==> src/swp_unit.sv <==
// Purpose: constants for the switchgear position supervisor, and the
//          per-switchgear travel supervisor that the top instantiates
// Assumes: one clock, synchronous active-high reset, contacts already
//          synchronised by the top
// Notes:   unit 0 is the switching element, unit 1 the movable truck
`timescale 1ns/1ns

package swp_pkg;
   // ---------------------------------------------------------------
   // unit layout
   // ---------------------------------------------------------------
   localparam int UNITS = 2;
   localparam int ELEMENT = 0;
   localparam int TRUCK = 1;
   localparam int TIME_W = 16;
   localparam int PRE_W = 20;
   localparam int ADDR_W = 8;
   localparam int DATA_W = 32;

   // position codes
   localparam logic [1:0] POS_TRANSIT = 2'h0;
   localparam logic [1:0] POS_OPEN = 2'h1;
   localparam logic [1:0] POS_CLOSED = 2'h2;
   localparam logic [1:0] POS_FAULT = 2'h3;

   // ---------------------------------------------------------------
   // register offsets
   // ---------------------------------------------------------------
   localparam logic [ADDR_W-1:0] REG_CONFIG = 8'h00;
   localparam logic [ADDR_W-1:0] REG_PRESCALE = 8'h04;
   localparam logic [ADDR_W-1:0] REG_WIRING = 8'h08;
   localparam logic [ADDR_W-1:0] REG_COMMAND = 8'h0c;
   localparam logic [ADDR_W-1:0] REG_OVERRIDE = 8'h10;
   localparam logic [ADDR_W-1:0] REG_STATUS = 8'h14;
   localparam logic [ADDR_W-1:0] REG_IRQ_STATUS = 8'h18;
   localparam logic [ADDR_W-1:0] REG_IRQ_CLEAR = 8'h1c;
   localparam logic [ADDR_W-1:0] REG_IRQ_ENABLE = 8'h20;
   localparam logic [ADDR_W-1:0] REG_TIME_BASE = 8'h40;
   localparam logic [ADDR_W-1:0] TIME_STRIDE = 8'h08;
   localparam logic [ADDR_W-1:0] OPEN_TIME_OFS = 8'h04;

   // ---------------------------------------------------------------
   // field positions
   // ---------------------------------------------------------------
   localparam int CFG_INTERLOCK = 0;
   localparam int WIRE_CLOSED = 0;
   localparam int WIRE_OPEN = 1;
   localparam int WIRE_STRIDE = 2;
   localparam int CMD_CLOSE = 0;
   localparam int CMD_OPEN = 1;
   localparam int CMD_STRIDE = 2;
   localparam int OVR_EN = 0;
   localparam int OVR_CODE = 1;
   localparam int OVR_STRIDE = 4;
   localparam int POS_STRIDE = 2;
   localparam int STAT_REMOVED = 8;
   localparam int STAT_DRIVE = 16;
   localparam int EV_DONE = 0;
   localparam int EV_FAULT = 1;
   localparam int EV_REJECT = 2;
   localparam int EV_STRIDE = 3;
   localparam int EV_W = EV_STRIDE * UNITS;

   // ---------------------------------------------------------------
   // reset values and timing
   // ---------------------------------------------------------------
   localparam logic CONFIG_RST = 1'h1;
   localparam logic [WIRE_STRIDE*UNITS-1:0] WIRING_RST = 4'hf;
   localparam logic [TIME_W-1:0] TIME_RST = 16'h00c8;
   localparam int CLK_PERIOD_NS = 10;
   localparam int TICK_NS = 1000000;
   localparam int TICK_CYCLES_DEF = TICK_NS / CLK_PERIOD_NS;
endpackage

// one switchgear: travel timer, drive outputs, validated position
module swp_unit
   import swp_pkg::*;
(
   input wire logic clock,
   input wire logic rst,
   input wire logic tick,
   input wire logic cmd_close,
   input wire logic cmd_open,
   input wire logic [TIME_W-1:0] close_time,
   input wire logic [TIME_W-1:0] open_time,
   input wire logic wired_closed,
   input wire logic wired_open,
   input wire logic aux_closed,
   input wire logic aux_open,
   input wire logic force_open,
   output logic close_drive,
   output logic open_drive,
   output logic [1:0] pos,
   output logic ev_done,
   output logic ev_fault
);
   logic running;
   logic dir_close;
   logic failed;
   logic [TIME_W-1:0] cnt;
   logic eff_closed;
   logic eff_open;
   logic at_closed;
   logic at_open;
   logic target_hit;
   logic single;
   logic no_contact;
   logic new_cmd;
   logic expire;
   logic [1:0] next_pos;

   // missing contact derived from the other
   assign eff_closed = wired_closed ? aux_closed : ~aux_open;
   assign eff_open = wired_open ? aux_open : ~aux_closed;
   assign single = wired_closed ^ wired_open;
   assign no_contact = ~wired_closed & ~wired_open;
   assign at_closed = eff_closed & ~eff_open;
   assign at_open = eff_open & ~eff_closed;
   assign target_hit = dir_close ? at_closed : at_open;
   assign new_cmd = cmd_close | cmd_open;
   assign expire = running & ~new_cmd & ~target_hit & (cnt == '0);

   always_ff @(posedge clock) begin
      if (rst) begin
         running <= 1'b0;
         dir_close <= 1'b0;
         cnt <= '0;
      end else if (new_cmd) begin
         running <= 1'b1;
         dir_close <= cmd_close;
         cnt <= cmd_close ? close_time : open_time;
      end else if (running) begin
         // target position feedback or timeout ends travel
         if (target_hit || cnt == '0) begin
            running <= 1'b0;
         end else if (tick) begin
            cnt <= cnt - 1'b1;
         end
      end
   end

   always_ff @(posedge clock) begin
      if (rst) begin
         close_drive <= 1'b0;
         open_drive <= 1'b0;
      end else if (new_cmd) begin
         close_drive <= cmd_close;
         open_drive <= cmd_open;
      end else if (running && (target_hit || cnt == '0)) begin
         close_drive <= 1'b0;
         open_drive <= 1'b0;
      end
   end

   always_ff @(posedge clock) begin
      if (rst) begin
         ev_done <= 1'b0;
         ev_fault <= 1'b0;
      end else begin
         ev_done <= running & ~new_cmd & target_hit;
         ev_fault <= expire;
      end
   end

   // failed transition kept for single contact
   always_ff @(posedge clock) begin
      if (rst) begin
         failed <= 1'b0;
      end else if (new_cmd) begin
         failed <= 1'b0;
      end else if (expire) begin
         failed <= 1'b1;
      end
   end

   always_comb begin
      next_pos = POS_FAULT;
      if (force_open) begin
         next_pos = POS_OPEN;
      end else if (no_contact) begin
         next_pos = POS_FAULT;
      end else if (new_cmd && !(cmd_close ? at_closed : at_open)) begin
         // fresh command shows transit in step with its coil
         next_pos = POS_TRANSIT;
      end else if (running && !target_hit) begin
         next_pos = POS_TRANSIT;
      end else if (single && failed) begin
         next_pos = POS_FAULT;
      end else if (at_closed) begin
         next_pos = POS_CLOSED;
      end else if (at_open) begin
         next_pos = POS_OPEN;
      end
   end

   always_ff @(posedge clock) begin
      if (rst) begin
         pos <= POS_FAULT;
      end else begin
         pos <= next_pos;
      end
   end
endmodule
==> src/swp_top.sv <==
// Purpose: switchgear position supervisor top, register port, pin sync,
//          prescaler, withdrawable-gear glue and interrupt
// Assumes: contact and plug pins are asynchronous to clock
// Notes:   unit 0 is the switching element, unit 1 the truck or earthing part
//
// The strobed register port and the placing of the registers were chosen for this implementation.
`timescale 1ns/1ns

module swp_top
   import swp_pkg::*;
#(
   parameter int TICK_CYCLES = TICK_CYCLES_DEF
)
(
   input wire logic clock,
   input wire logic rst,
   input wire logic [ADDR_W-1:0] addr,
   input wire logic [DATA_W-1:0] wr_data,
   input wire logic wr_en,
   input wire logic rd_en,
   output logic [DATA_W-1:0] rd_data,
   input wire logic [UNITS-1:0] aux_closed,
   input wire logic [UNITS-1:0] aux_open,
   input wire logic plug_removed_pin,
   output logic [UNITS-1:0] close_drive,
   output logic [UNITS-1:0] open_drive,
   output logic [POS_STRIDE*UNITS-1:0] pos_code,
   output logic plug_removed,
   output logic irq
);
   // ---------------------------------------------------------------
   // declarations
   // ---------------------------------------------------------------
   localparam logic [PRE_W-1:0] PRESCALE_RST = PRE_W'(TICK_CYCLES);

   logic [UNITS-1:0] aux_closed_s1;
   logic [UNITS-1:0] aux_closed_s2;
   logic [UNITS-1:0] aux_open_s1;
   logic [UNITS-1:0] aux_open_s2;
   logic removed_s1;
   logic removed_s2;

   logic interlock_en;
   logic [PRE_W-1:0] prescale;
   logic [PRE_W-1:0] pre_cnt;
   logic tick;
   logic [WIRE_STRIDE*UNITS-1:0] wiring;
   logic [TIME_W-1:0] close_time [UNITS];
   logic [TIME_W-1:0] open_time [UNITS];
   logic [UNITS-1:0] ovr_en;
   logic [1:0] ovr_code [UNITS];

   logic [EV_W-1:0] irq_status;
   logic [EV_W-1:0] irq_enable;
   logic [EV_W-1:0] events;
   logic [EV_W-1:0] clear_mask;

   logic wr_cmd;
   logic wr_ovr;
   logic [UNITS-1:0] req_close;
   logic [UNITS-1:0] req_open;
   logic [UNITS-1:0] cmd_close;
   logic [UNITS-1:0] cmd_open;
   logic [UNITS-1:0] cmd_reject;
   logic [UNITS-1:0] ovr_reject;
   logic [UNITS-1:0] force_open;
   logic [UNITS-1:0] unit_close;
   logic [UNITS-1:0] unit_open;
   logic [UNITS-1:0] unit_done;
   logic [UNITS-1:0] unit_fault;
   logic [1:0] unit_pos [UNITS];
   logic [1:0] next_code [UNITS];
   logic element_closed;
   logic [DATA_W-1:0] next_rd_data;

   // ---------------------------------------------------------------
   // pin synchronisers
   // ---------------------------------------------------------------

   // two flops on every contact and plug pin
   always_ff @(posedge clock) begin
      if (rst) begin
         aux_closed_s1 <= '0;
         aux_closed_s2 <= '0;
         aux_open_s1 <= '0;
         aux_open_s2 <= '0;
         removed_s1 <= 1'b0;
         removed_s2 <= 1'b0;
      end else begin
         aux_closed_s1 <= aux_closed;
         aux_closed_s2 <= aux_closed_s1;
         aux_open_s1 <= aux_open;
         aux_open_s2 <= aux_open_s1;
         removed_s1 <= plug_removed_pin;
         removed_s2 <= removed_s1;
      end
   end

   // ---------------------------------------------------------------
   // travel time prescaler
   // ---------------------------------------------------------------

   always_ff @(posedge clock) begin
      if (rst) begin
         pre_cnt <= '0;
         tick <= 1'b0;
      end else if (pre_cnt == '0) begin
         pre_cnt <= (prescale == '0) ? '0 : prescale - 1'b1;
         tick <= 1'b1;
      end else begin
         pre_cnt <= pre_cnt - 1'b1;
         tick <= 1'b0;
      end
   end

   // ---------------------------------------------------------------
   // configuration registers
   // ---------------------------------------------------------------

   // global config, prescale and wiring
   always_ff @(posedge clock) begin
      if (rst) begin
         interlock_en <= CONFIG_RST;
         prescale <= PRESCALE_RST;
         wiring <= WIRING_RST;
      end else if (wr_en) begin
         if (addr == REG_CONFIG) begin
            interlock_en <= wr_data[CFG_INTERLOCK];
         end
         if (addr == REG_PRESCALE) begin
            prescale <= wr_data[PRE_W-1:0];
         end
         if (addr == REG_WIRING) begin
            // at least one contact should be set
            wiring <= wr_data[WIRE_STRIDE*UNITS-1:0];
         end
      end
   end

   // separate close and open times per unit
   always_ff @(posedge clock) begin
      if (rst) begin
         for (int i = 0; i < UNITS; i++) begin
            close_time[i] <= TIME_RST;
            open_time[i] <= TIME_RST;
         end
      end else if (wr_en) begin
         for (int i = 0; i < UNITS; i++) begin
            if (addr == ADDR_W'(REG_TIME_BASE + TIME_STRIDE * i)) begin
               close_time[i] <= wr_data[TIME_W-1:0];
            end
            if (addr == ADDR_W'(REG_TIME_BASE + TIME_STRIDE * i + OPEN_TIME_OFS)) begin
               open_time[i] <= wr_data[TIME_W-1:0];
            end
         end
      end
   end

   // ---------------------------------------------------------------
   // commands, interlock and override
   // ---------------------------------------------------------------
   assign wr_cmd = wr_en && (addr == REG_COMMAND);
   assign wr_ovr = wr_en && (addr == REG_OVERRIDE);
   assign element_closed = (pos_code[POS_STRIDE*ELEMENT +: POS_STRIDE] == POS_CLOSED);

   generate
      for (genvar g = 0; g < UNITS; g++) begin : g_unit
         assign req_close[g] = wr_cmd & wr_data[CMD_STRIDE*g + CMD_CLOSE];
         assign req_open[g] = wr_cmd & wr_data[CMD_STRIDE*g + CMD_OPEN];
         if (g == TRUCK) begin : g_truck
            assign cmd_reject[g] = (req_close[g] & req_open[g]) |
                                   (req_open[g] & interlock_en & element_closed);
            // no plug input on this unit
            assign force_open[g] = 1'b0;
            assign ovr_reject[g] = 1'b0;
         end else if (g == ELEMENT) begin : g_element
            // element stays switchable in both truck positions
            assign cmd_reject[g] = req_close[g] & req_open[g];
            assign force_open[g] = removed_s2;
            assign ovr_reject[g] = wr_ovr & removed_s2;
         end else begin : g_other
            assign cmd_reject[g] = req_close[g] & req_open[g];
            assign force_open[g] = 1'b0;
            assign ovr_reject[g] = 1'b0;
         end
         assign cmd_close[g] = req_close[g] & ~cmd_reject[g];
         assign cmd_open[g] = req_open[g] & ~cmd_reject[g];

         // element and truck as separate units
         swp_unit u_unit (
            .clock(clock),
            .rst(rst),
            .tick(tick),
            .cmd_close(cmd_close[g]),
            .cmd_open(cmd_open[g]),
            .close_time(close_time[g]),
            .open_time(open_time[g]),
            .wired_closed(wiring[WIRE_STRIDE*g + WIRE_CLOSED]),
            .wired_open(wiring[WIRE_STRIDE*g + WIRE_OPEN]),
            .aux_closed(aux_closed_s2[g]),
            .aux_open(aux_open_s2[g]),
            .force_open(force_open[g]),
            .close_drive(unit_close[g]),
            .open_drive(unit_open[g]),
            .pos(unit_pos[g]),
            .ev_done(unit_done[g]),
            .ev_fault(unit_fault[g])
         );

         // event vector for this unit
         assign events[EV_STRIDE*g + EV_DONE] = unit_done[g];
         assign events[EV_STRIDE*g + EV_FAULT] = unit_fault[g];
         assign events[EV_STRIDE*g + EV_REJECT] = cmd_reject[g] | ovr_reject[g];

         assign next_code[g] = force_open[g] ? POS_OPEN :
                               (ovr_en[g] ? ovr_code[g] : unit_pos[g]);
      end
   endgenerate

   // override store, refused writes leave it unchanged
   always_ff @(posedge clock) begin
      if (rst) begin
         ovr_en <= '0;
         for (int i = 0; i < UNITS; i++) begin
            ovr_code[i] <= POS_TRANSIT;
         end
      end else if (wr_ovr) begin
         for (int i = 0; i < UNITS; i++) begin
            if (!ovr_reject[i]) begin
               ovr_en[i] <= wr_data[OVR_STRIDE*i + OVR_EN];
               ovr_code[i] <= wr_data[OVR_STRIDE*i + OVR_CODE +: 2];
            end
         end
      end
   end

   // ---------------------------------------------------------------
   // pin and position outputs
   // ---------------------------------------------------------------

   always_ff @(posedge clock) begin
      if (rst) begin
         pos_code <= {UNITS{POS_FAULT}};
      end else begin
         for (int i = 0; i < UNITS; i++) begin
            pos_code[POS_STRIDE*i +: POS_STRIDE] <= next_code[i];
         end
      end
   end

   always_ff @(posedge clock) begin
      if (rst) begin
         plug_removed <= 1'b0;
      end else begin
         plug_removed <= removed_s2;
      end
   end

   // coil drives, retimed to the pins
   always_ff @(posedge clock) begin
      if (rst) begin
         close_drive <= '0;
         open_drive <= '0;
      end else begin
         close_drive <= unit_close;
         open_drive <= unit_open;
      end
   end

   // ---------------------------------------------------------------
   // interrupts
   // ---------------------------------------------------------------
   assign clear_mask = (wr_en && addr == REG_IRQ_CLEAR) ? wr_data[EV_W-1:0] : '0;

   // sticky status, a new event beats the clear
   always_ff @(posedge clock) begin
      if (rst) begin
         irq_status <= '0;
      end else begin
         irq_status <= (irq_status & ~clear_mask) | events;
      end
   end

   // enable mask
   always_ff @(posedge clock) begin
      if (rst) begin
         irq_enable <= '0;
      end else if (wr_en && addr == REG_IRQ_ENABLE) begin
         irq_enable <= wr_data[EV_W-1:0];
      end
   end

   // level interrupt from enabled status
   always_ff @(posedge clock) begin
      if (rst) begin
         irq <= 1'b0;
      end else begin
         irq <= |(irq_status & irq_enable);
      end
   end

   // ---------------------------------------------------------------
   // read port
   // ---------------------------------------------------------------

   // read mux, unmapped and write-only read zero
   always_comb begin
      next_rd_data = '0;
      case (addr)
         REG_CONFIG: begin
            next_rd_data[CFG_INTERLOCK] = interlock_en;
         end
         REG_PRESCALE: begin
            next_rd_data[PRE_W-1:0] = prescale;
         end
         REG_WIRING: begin
            next_rd_data[WIRE_STRIDE*UNITS-1:0] = wiring;
         end
         REG_OVERRIDE: begin
            for (int i = 0; i < UNITS; i++) begin
               next_rd_data[OVR_STRIDE*i + OVR_EN] = ovr_en[i];
               next_rd_data[OVR_STRIDE*i + OVR_CODE +: 2] = ovr_code[i];
            end
         end
         REG_STATUS: begin
            next_rd_data[POS_STRIDE*UNITS-1:0] = pos_code;
            next_rd_data[STAT_REMOVED] = plug_removed;
            for (int i = 0; i < UNITS; i++) begin
               next_rd_data[STAT_DRIVE + 2*i] = close_drive[i];
               next_rd_data[STAT_DRIVE + 2*i + 1] = open_drive[i];
            end
         end
         REG_IRQ_STATUS: begin
            next_rd_data[EV_W-1:0] = irq_status;
         end
         REG_IRQ_ENABLE: begin
            next_rd_data[EV_W-1:0] = irq_enable;
         end
         default: begin
            for (int i = 0; i < UNITS; i++) begin
               if (addr == ADDR_W'(REG_TIME_BASE + TIME_STRIDE * i)) begin
                  next_rd_data[TIME_W-1:0] = close_time[i];
               end
               if (addr == ADDR_W'(REG_TIME_BASE + TIME_STRIDE * i + OPEN_TIME_OFS)) begin
                  next_rd_data[TIME_W-1:0] = open_time[i];
               end
            end
         end
      endcase
   end

   // data stands only in the cycle after the strobe
   always_ff @(posedge clock) begin
      if (rst) begin
         rd_data <= '0;
      end else if (rd_en) begin
         rd_data <= next_rd_data;
      end else begin
         rd_data <= '0;
      end
   end
endmodule

==> config.mk <==
export PLATFORM = sky130hd
export DESIGN_NAME = swp_top
export DESIGN_NICKNAME = d
export VERILOG_FILES = /design/src/swp_unit.sv /design/src/swp_top.sv
export SDC_FILE = /design/constraint.sdc
export NUM_CORES = 1
export LEC_CHECK = 0
export ABC_CLOCK_PERIOD_IN_PS = 4470
export BUFFER_PORTS_ARGS = -buffer_cell sky130_fd_sc_hd__buf_2
export CORE_AREA = 2 2 136 138
export DETAILED_ROUTE_END_ITERATION = 6
export DIE_AREA = 0 0 138 140
export HOLD_SLACK_MARGIN = 0.06
export PLACE_DENSITY = 0.77
export SLEW_MARGIN = 20
export SYNTH_ARGS = -nofsm -noshare
export SYNTH_HDL_FRONTEND = slang
export SYNTH_SLANG_ARGS = --single-unit
==> constraint.sdc <==
create_clock -name clock -period 4.47 [get_ports clock]
set_input_delay 0.447 -clock clock [delete_from_list [all_inputs] [get_ports clock]]
set_output_delay 0.447 -clock clock [all_outputs]
set_load 0.05 [all_outputs]
[Word level (Yosys, flattened, before mapping)]
Memory sizes are Yosys's and may differ from the RTL's.
Cells that the tools add are included.
Operators by class
  equality and inequality tests: 15
  $lt $le $gt $ge: 0
  multiplexer cells: 93
  bitwise logic cells: 63
  add/sub/neg operators: 4
  div/mod/pow operators: 0
  reduce and logical (&&, ||, !) cells: 47
  shift operators: 0
  multipliers: 0
Operators with widths (count)
  2-to-1 mux 16 bit: 18
  2-to-1 mux 1 bit: 46
  zero test 20 bit: 2
  2-to-1 mux 20 bit: 2
  subtractor 20 x 1 -> 20 bit (second input constant): 2
  2-to-1 mux 2 bit: 17
  equality test 8 x 5 -> 1 bit (second input constant): 4
  equality test 8 x 7 -> 1 bit (second input constant): 4
  zero test 16 bit: 2
  subtractor 16 x 1 -> 16 bit (second input constant): 2
  AND 1 bit: 27
  NOT 1 bit: 20
  equality test 8 x 4 -> 1 bit (second input constant): 2
  one-hot mux 2 bit (7 select lines): 1
  one-hot mux 7 bit (2 select lines): 1
  AND 6 bit: 2
  logical AND 1 bit: 12
  nonzero test 2 bit: 6
  OR reduction 2 bit: 6
  OR reduction 6 bit: 2
  bitwise OR 1 bit: 10
  one-hot mux 2 bit (5 select lines): 1
  OR reduction 5 bit: 2
  equality test 8 x 3 -> 1 bit (second input constant): 1
  18 further kinds: 30
Storage, ports and cells
  input port bits: 49
  bits in registers: 162
  latch bits: 0
  memory bits (writable): 68
  memories kept: 3
  word-level logic and storage cells: 267
  ROM bits: 0
Memory list
  close_time: words 2, width 16, read ports 2, clocked after Yosys merged registers in 0, write ports 2, RTL line swp_top.sv:48  | logic [TIME_W-1:0] close_time [UNITS];
  open_time: words 2, width 16, read ports 2, clocked after Yosys merged registers in 0, write ports 2, RTL line swp_top.sv:49  | logic [TIME_W-1:0] open_time [UNITS];
  ovr_code: words 2, width 2, read ports 2, clocked after Yosys merged registers in 0, write ports 2, RTL line swp_top.sv:51  | logic [1:0] ovr_code [UNITS];

[Depth between registers and ports, before layout]
  depth after elaboration: 13
  mapped depth: 13

[Cells and area by module]
From an unflattened synthesis, not the netlist that was laid out.
Unflattened totals
  cells, all modules: 1255
  area, all modules: 11169.5 um^2
By module, submodules not included
  swp_top: area an instance 7571.0 um^2, instances 1, cells each 755
  swp_unit: area an instance 1799.2 um^2, instances 2, cells each 250

[Least setup slack after synthesis]
Ideal clock, no wire load.
  kind: input to register
  start: input addr[5]
  end: register g_unit[0].u_unit.cnt[13]
  stages: 12
  buffers on the path: 4
  required time: 4.353 ns
  data arrival time: 2.949 ns
  setup slack: 1.404 ns
  cells stage by stage: buf_2 -> or4_4 -> nor3_2 -> buf_2 -> nand2_1 -> inv_1 -> ha_1 -> clkbuf_1 -> buf_1 -> mux2i_1 -> o21ai_0 -> a32o_1
On the way
  longest elaborated chain between the ends: 9
  elaborated cells between the ends (all ways): 15
RTL lines
  start: declaration: RTL line swp_top.sv:17  | input wire logic [ADDR_W-1:0] addr,
  equality test 8 x 4 -> 1 bit *: RTL line swp_top.sv:162  | assign wr_cmd = wr_en && (addr == REG_COMMAND);
  logical AND 1 bit *: RTL line swp_top.sv:162
  AND 1 bit (on tied branches): RTL line swp_top.sv:168, swp_top.sv:169
  AND 1 bit: RTL line swp_top.sv:178  | assign cmd_reject[g] = req_close[g] & req_open[g];
  NOT 1 bit: RTL line swp_top.sv:186  | assign cmd_close[g] = req_close[g] & ~cmd_reject[g];
  AND 1 bit *: RTL line swp_top.sv:186
  via g_unit[0].u_unit.cmd_close: RTL line swp_unit.sv:82  | input wire logic cmd_close,
  bitwise OR 1 bit: RTL line swp_unit.sv:120  | assign new_cmd = cmd_close | cmd_open;
  inequality test 2 x 1 -> 1 bit (no source line) / nonzero test 2 bit (equally long branches)
  AND reduction 3 bit (no source line)
  end signal: assignment: RTL line swp_unit.sv:131  | cnt <= cmd_close ? close_time : open_time;
  end signal: assignment: RTL line swp_unit.sv:137  | cnt <= cnt - 1'b1;
  end: declaration: RTL line swp_unit.sv:100  | logic [TIME_W-1:0] cnt;
The timed path passes the listed nets; every way through them passes the cells marked *.
A chain may end at the register's enable or synchronous reset.

[Worst setup path in the final report]
  start: register pre_cnt[6]
  end: register pre_cnt[7]
On the way
  longest elaborated chain between the ends: 2
  elaborated cells between the ends (all ways): 3
RTL lines
  start: declaration: RTL line swp_top.sv:45  | logic [PRE_W-1:0] pre_cnt;
  start signal: assignment: RTL line swp_top.sv:108  | pre_cnt <= (prescale == '0) ? '0 : prescale - 1'b1;
  start signal: assignment: RTL line swp_top.sv:111  | pre_cnt <= pre_cnt - 1'b1;
  subtractor 20 x 1 -> 20 bit / zero test 20 bit (equally long branches): RTL line swp_top.sv:111, swp_top.sv:107
  2-to-1 mux 20 bit *: RTL line swp_top.sv:107  | end else if (pre_cnt == '0) begin
Mark *: on every way between the ends. The rest lies on a longest branch, timed or not.

==> run_results.csv <==
group,metric,value,unit
cells_and_area,area_growth,12.2,%
cells_and_area,mostFrequentLayoutCell,"dfxtp_1",
synthesis,synthFlopType,"dfxtp_1",
cells_and_area,layout-drive-gt1-share,12.6,%
status,status,"finished, final reports clean",
pwr,p_leak,4.60,nW
synthesis,yosysWarningCount,0,
clock_tree,cts_buffers,25,
cells_and_area,fill_cells,1422,
route,route.detailed.wl_per_inst,20.7,um
synthesis,avgSynthCellArea,9.23,um^2
clock_tree,h-tree-depth,1,
clock_tree,clk_pin_slew,60,ps
timing,post-route-period-util,65.0,%
timing,rsz0062_at_grt,"no",
synthesis,synthCells,1143,
route,drt_iter0_drc,1038,
grt,grt-ovfl-total,0,
synthesis,synth-seq-area-share,47.8,%
grt,grt_pass1_vias,8491,
setup_path,reg2reg_from,"pre_cnt[6]",
route,dr_wl_met3,2670,um
setup_path,worstPathRequired,4920,ps
timing,clock-skew-final,14.0,ps
route,routedLengthMet1,11800,um
die,die-width,138,um
cells_and_area,diodes,0,
setup_path,path_cells,"nor4_1 > and2_1 > nand3_1 > nor2b_1 > a22oi_1 > nor2_1",
pwr,max-vdd-ir-drop,0.395,mV
placed_design,dp_hpwl,20500,um
route,vias,8996,
clock_tree,clockBufferDepth,3,
cells_and_area,multi_input_area,5130,um^2
worst_hold_path,holdCritStartpoint,"aux_open[1]",
clock_tree,ctsHoldBuffers,0,
timing,slew-limit-headroom,28.6,%
placed_design,portBuffers,66,
die,dieArea,19300,um^2
setup_path,crit_buf_inv,0,
pwr,powerDensity,429,nW/um^2
pwr,swShare,26.4,%
setup_path,max_stage_delay,990,ps
timing,tns,0,ps
route,ant_nets,0,
grt,grt_max_degree,62,
route,vias_per_cell,6.27,
pwr,seq_power_share,44.2,%
setup_path,cp_top_family,"simple AND/OR/NAND/NOR gates",
setup_path,crit_start,"pre_cnt[6]",
clock_tree,clock_sinks,218,
synthesis,synthArstFlopShare,0,%
pwr,switchingPower,1.34,mW
die,start_util,59.4,%
synthesis,ys_types,78,
synthesis,ys_ff_latch,218,
route,drc_errors,0,
timing,tightest_slew,1070,ps
timing,clock.fmax,344,MHz
setup_path,cp_slowest_cell,"nor2b_1",
clock_tree,postCtsSetupRepairBufs,0,
timing,finalSetupViolCount,0,
clock_tree,cts_repair_resize_count,0,
die,die_y,140,um
cells_and_area,most-common-layout-cells,"dfxtp_1, nand2_1, nor2_1",
die,core_area,17800,um^2
route,drtPass1Iterations,5,
setup_path,cp_max_fo,15,
timing,layout_min_cycle_time,2910,ps
clock_tree,cts_tree,"yes",
route,wl_met2,14100,um
pwr,p_int,3.74,mW
grt,grt_pass1_wl,46200,um
cells_and_area,fin_area,11800,um^2
setup_path,start_kind,"flop",
placed_design,gp_congestion,0.931,
timing,maxSlewViolCount,0,
route,wl,29700,um
synthesis,synth_edf_count,68,
placed_design,dpl_cell_area,11000,um^2
timing,hold_viol,0,
flow_run,drv_cap,0,
cells_and_area,register_area,5040,um^2
die,rows,49,
setup_path,cp.arrival,3360,ps
clock_tree,clk_latency,530,ps
clock_tree,cts-root-buf,"clkbuf_16",
grt,antenna_found_initial,0,
grt,grt_usage,30.0,%
setup_path,critPathKind,"reg -> reg",
pwr,p_clk_share,41.3,%
synthesis,synth_area,10600,um^2
cells_and_area,num-nets-final,1247,
die,io_pins,91,
setup_path,cp-end-kind,"flop",
pwr,comb_power_share,14.5,%
worst_hold_path,hp-class,"in -> reg",
route,dr.max_layer_used,"met4",
through the flow:
stage                     cells  power [mW]  hold WS (ps)  setup WS, ps  utilization, %
final                      1435        5.08           142          1560            66.6
after global routing       1435        5.25           134          1300            66.6
after CTS                  1435        5.07           133          1600            66.6
after detailed placement   1389        3.00           427          1390            61.8
after global placement     1389        2.98           417          1400            61.8
after floorplan            1154        2.84           413          1400               -
path summary, 6_finish.rpt:
check                     endpoint  slack (ps)  cells past startpoint
hold / removal      aux_open_s1[1]         140                      2
setup / recovery        pre_cnt[7]        1560                      6
hold reg to reg   aux_closed_s2[0]         430                      1
setup reg to reg        pre_cnt[7]        1560                      6
sequential cells by signal (all words and copies together) (netlist names), 4 cells and up:
signal	flops
ovr_code	4
wiring	4
irq_status	6
rd_data	20
prescale	20
g_unit.u_unit.cnt	32
close_time	32
irq_enable	6
pre_cnt	20
pos_code	4
g_unit.u_unit.pos	4
open_time	32
layer usage:
metal  GRT usage, %  up-vias
met4           11.2        0
met5              0        -
met2           49.2      459
li1               -     4162
met3           5.33       81
met1           40.0     4294
final cells by class:
class / instances / share of cell area, %
clock buffer: 40 / 6.48
clock inverter: 6 / 0.761
inverter: 23 / 0.729
multi-input combinational: 839 / 43.3
sequential: 218 / 42.6
tap: 229 / 2.42
timing repair buffer: 80 / 3.70
worst register-to-register path: stages, from the launching register on:
cell and delay (ps):
dfxtp_1 360, nor4_1 550, and2_1 230, nand3_1 420, nor2b_1 990, a22oi_1 170
nor2_1 120
cells by family (layout without fill, tap and decap cells):
| kind of cell | Yosys count | count (layout) | synth area share, % |
|---|---|---|---|
| AND/OR/NAND/NOR | 474 | 474 | 22.9 |
| AO/OA/AOI/OAI | 248 | 248 | 15.4 |
| other | 1 | 12 | 0.0355 |
| buffers and inverters | 97 | 149 | 4.14 |
| multiplexers | 38 | 38 | 3.66 |
| flip-flops | 218 | 218 | 47.8 |
| adder cells (fa/ha/maj) | 11 | 11 | 1.30 |
| XOR/XNOR | 56 | 56 | 4.72 |
synthesized netlist by cell type (7+ instances only):
| cell | count | share of area [%] |
|---|---|---|
| buf_2 | 10 | 0.47 |
| o31ai_1 | 10 | 0.71 |
| a211oi_1 | 29 | 2.1 |
| clkbuf_1 | 42 | 1.5 |
| nor3_1 | 29 | 1.4 |
| dfxtp_1 | 150 | 28 |
| and3_1 | 8 | 0.47 |
| nand4_1 | 9 | 0.53 |
| inv_1 | 22 | 0.78 |
| buf_4 | 14 | 1.0 |
| a22oi_1 | 28 | 2.0 |
| and2_1 | 37 | 2.2 |
| or3_1 | 10 | 0.59 |
| buf_1 | 7 | 0.25 |
| xor2_1 | 23 | 1.9 |
| xnor2_1 | 32 | 2.7 |
| nand2_1 | 135 | 4.8 |
| nor4_1 | 15 | 0.89 |
| mux2i_1 | 33 | 3.1 |
| nand3_1 | 22 | 1.0 |
| nor2_1 | 111 | 3.9 |
| o21ai_0 | 35 | 1.7 |
| nor2b_1 | 38 | 2.3 |
| a31oi_1 | 7 | 0.41 |
| ha_1 | 11 | 1.3 |
| o21ai_1 | 11 | 0.52 |
| edfxtp_1 | 68 | 19 |
| nand2b_1 | 13 | 0.77 |
| a21oi_1 | 73 | 3.5 |
power by group through the flow:
stage	registers (mW)	logic, mW	clock network (mW)
floorplan	2.26	0.583	0
global placement	2.28	0.702	0
detailed placement	2.28	0.715	0
CTS	2.24	0.726	2.10
global route	2.26	0.807	2.18
finish	2.25	0.735	2.10
Note: power is estimated with default switching activity, not from simulation.
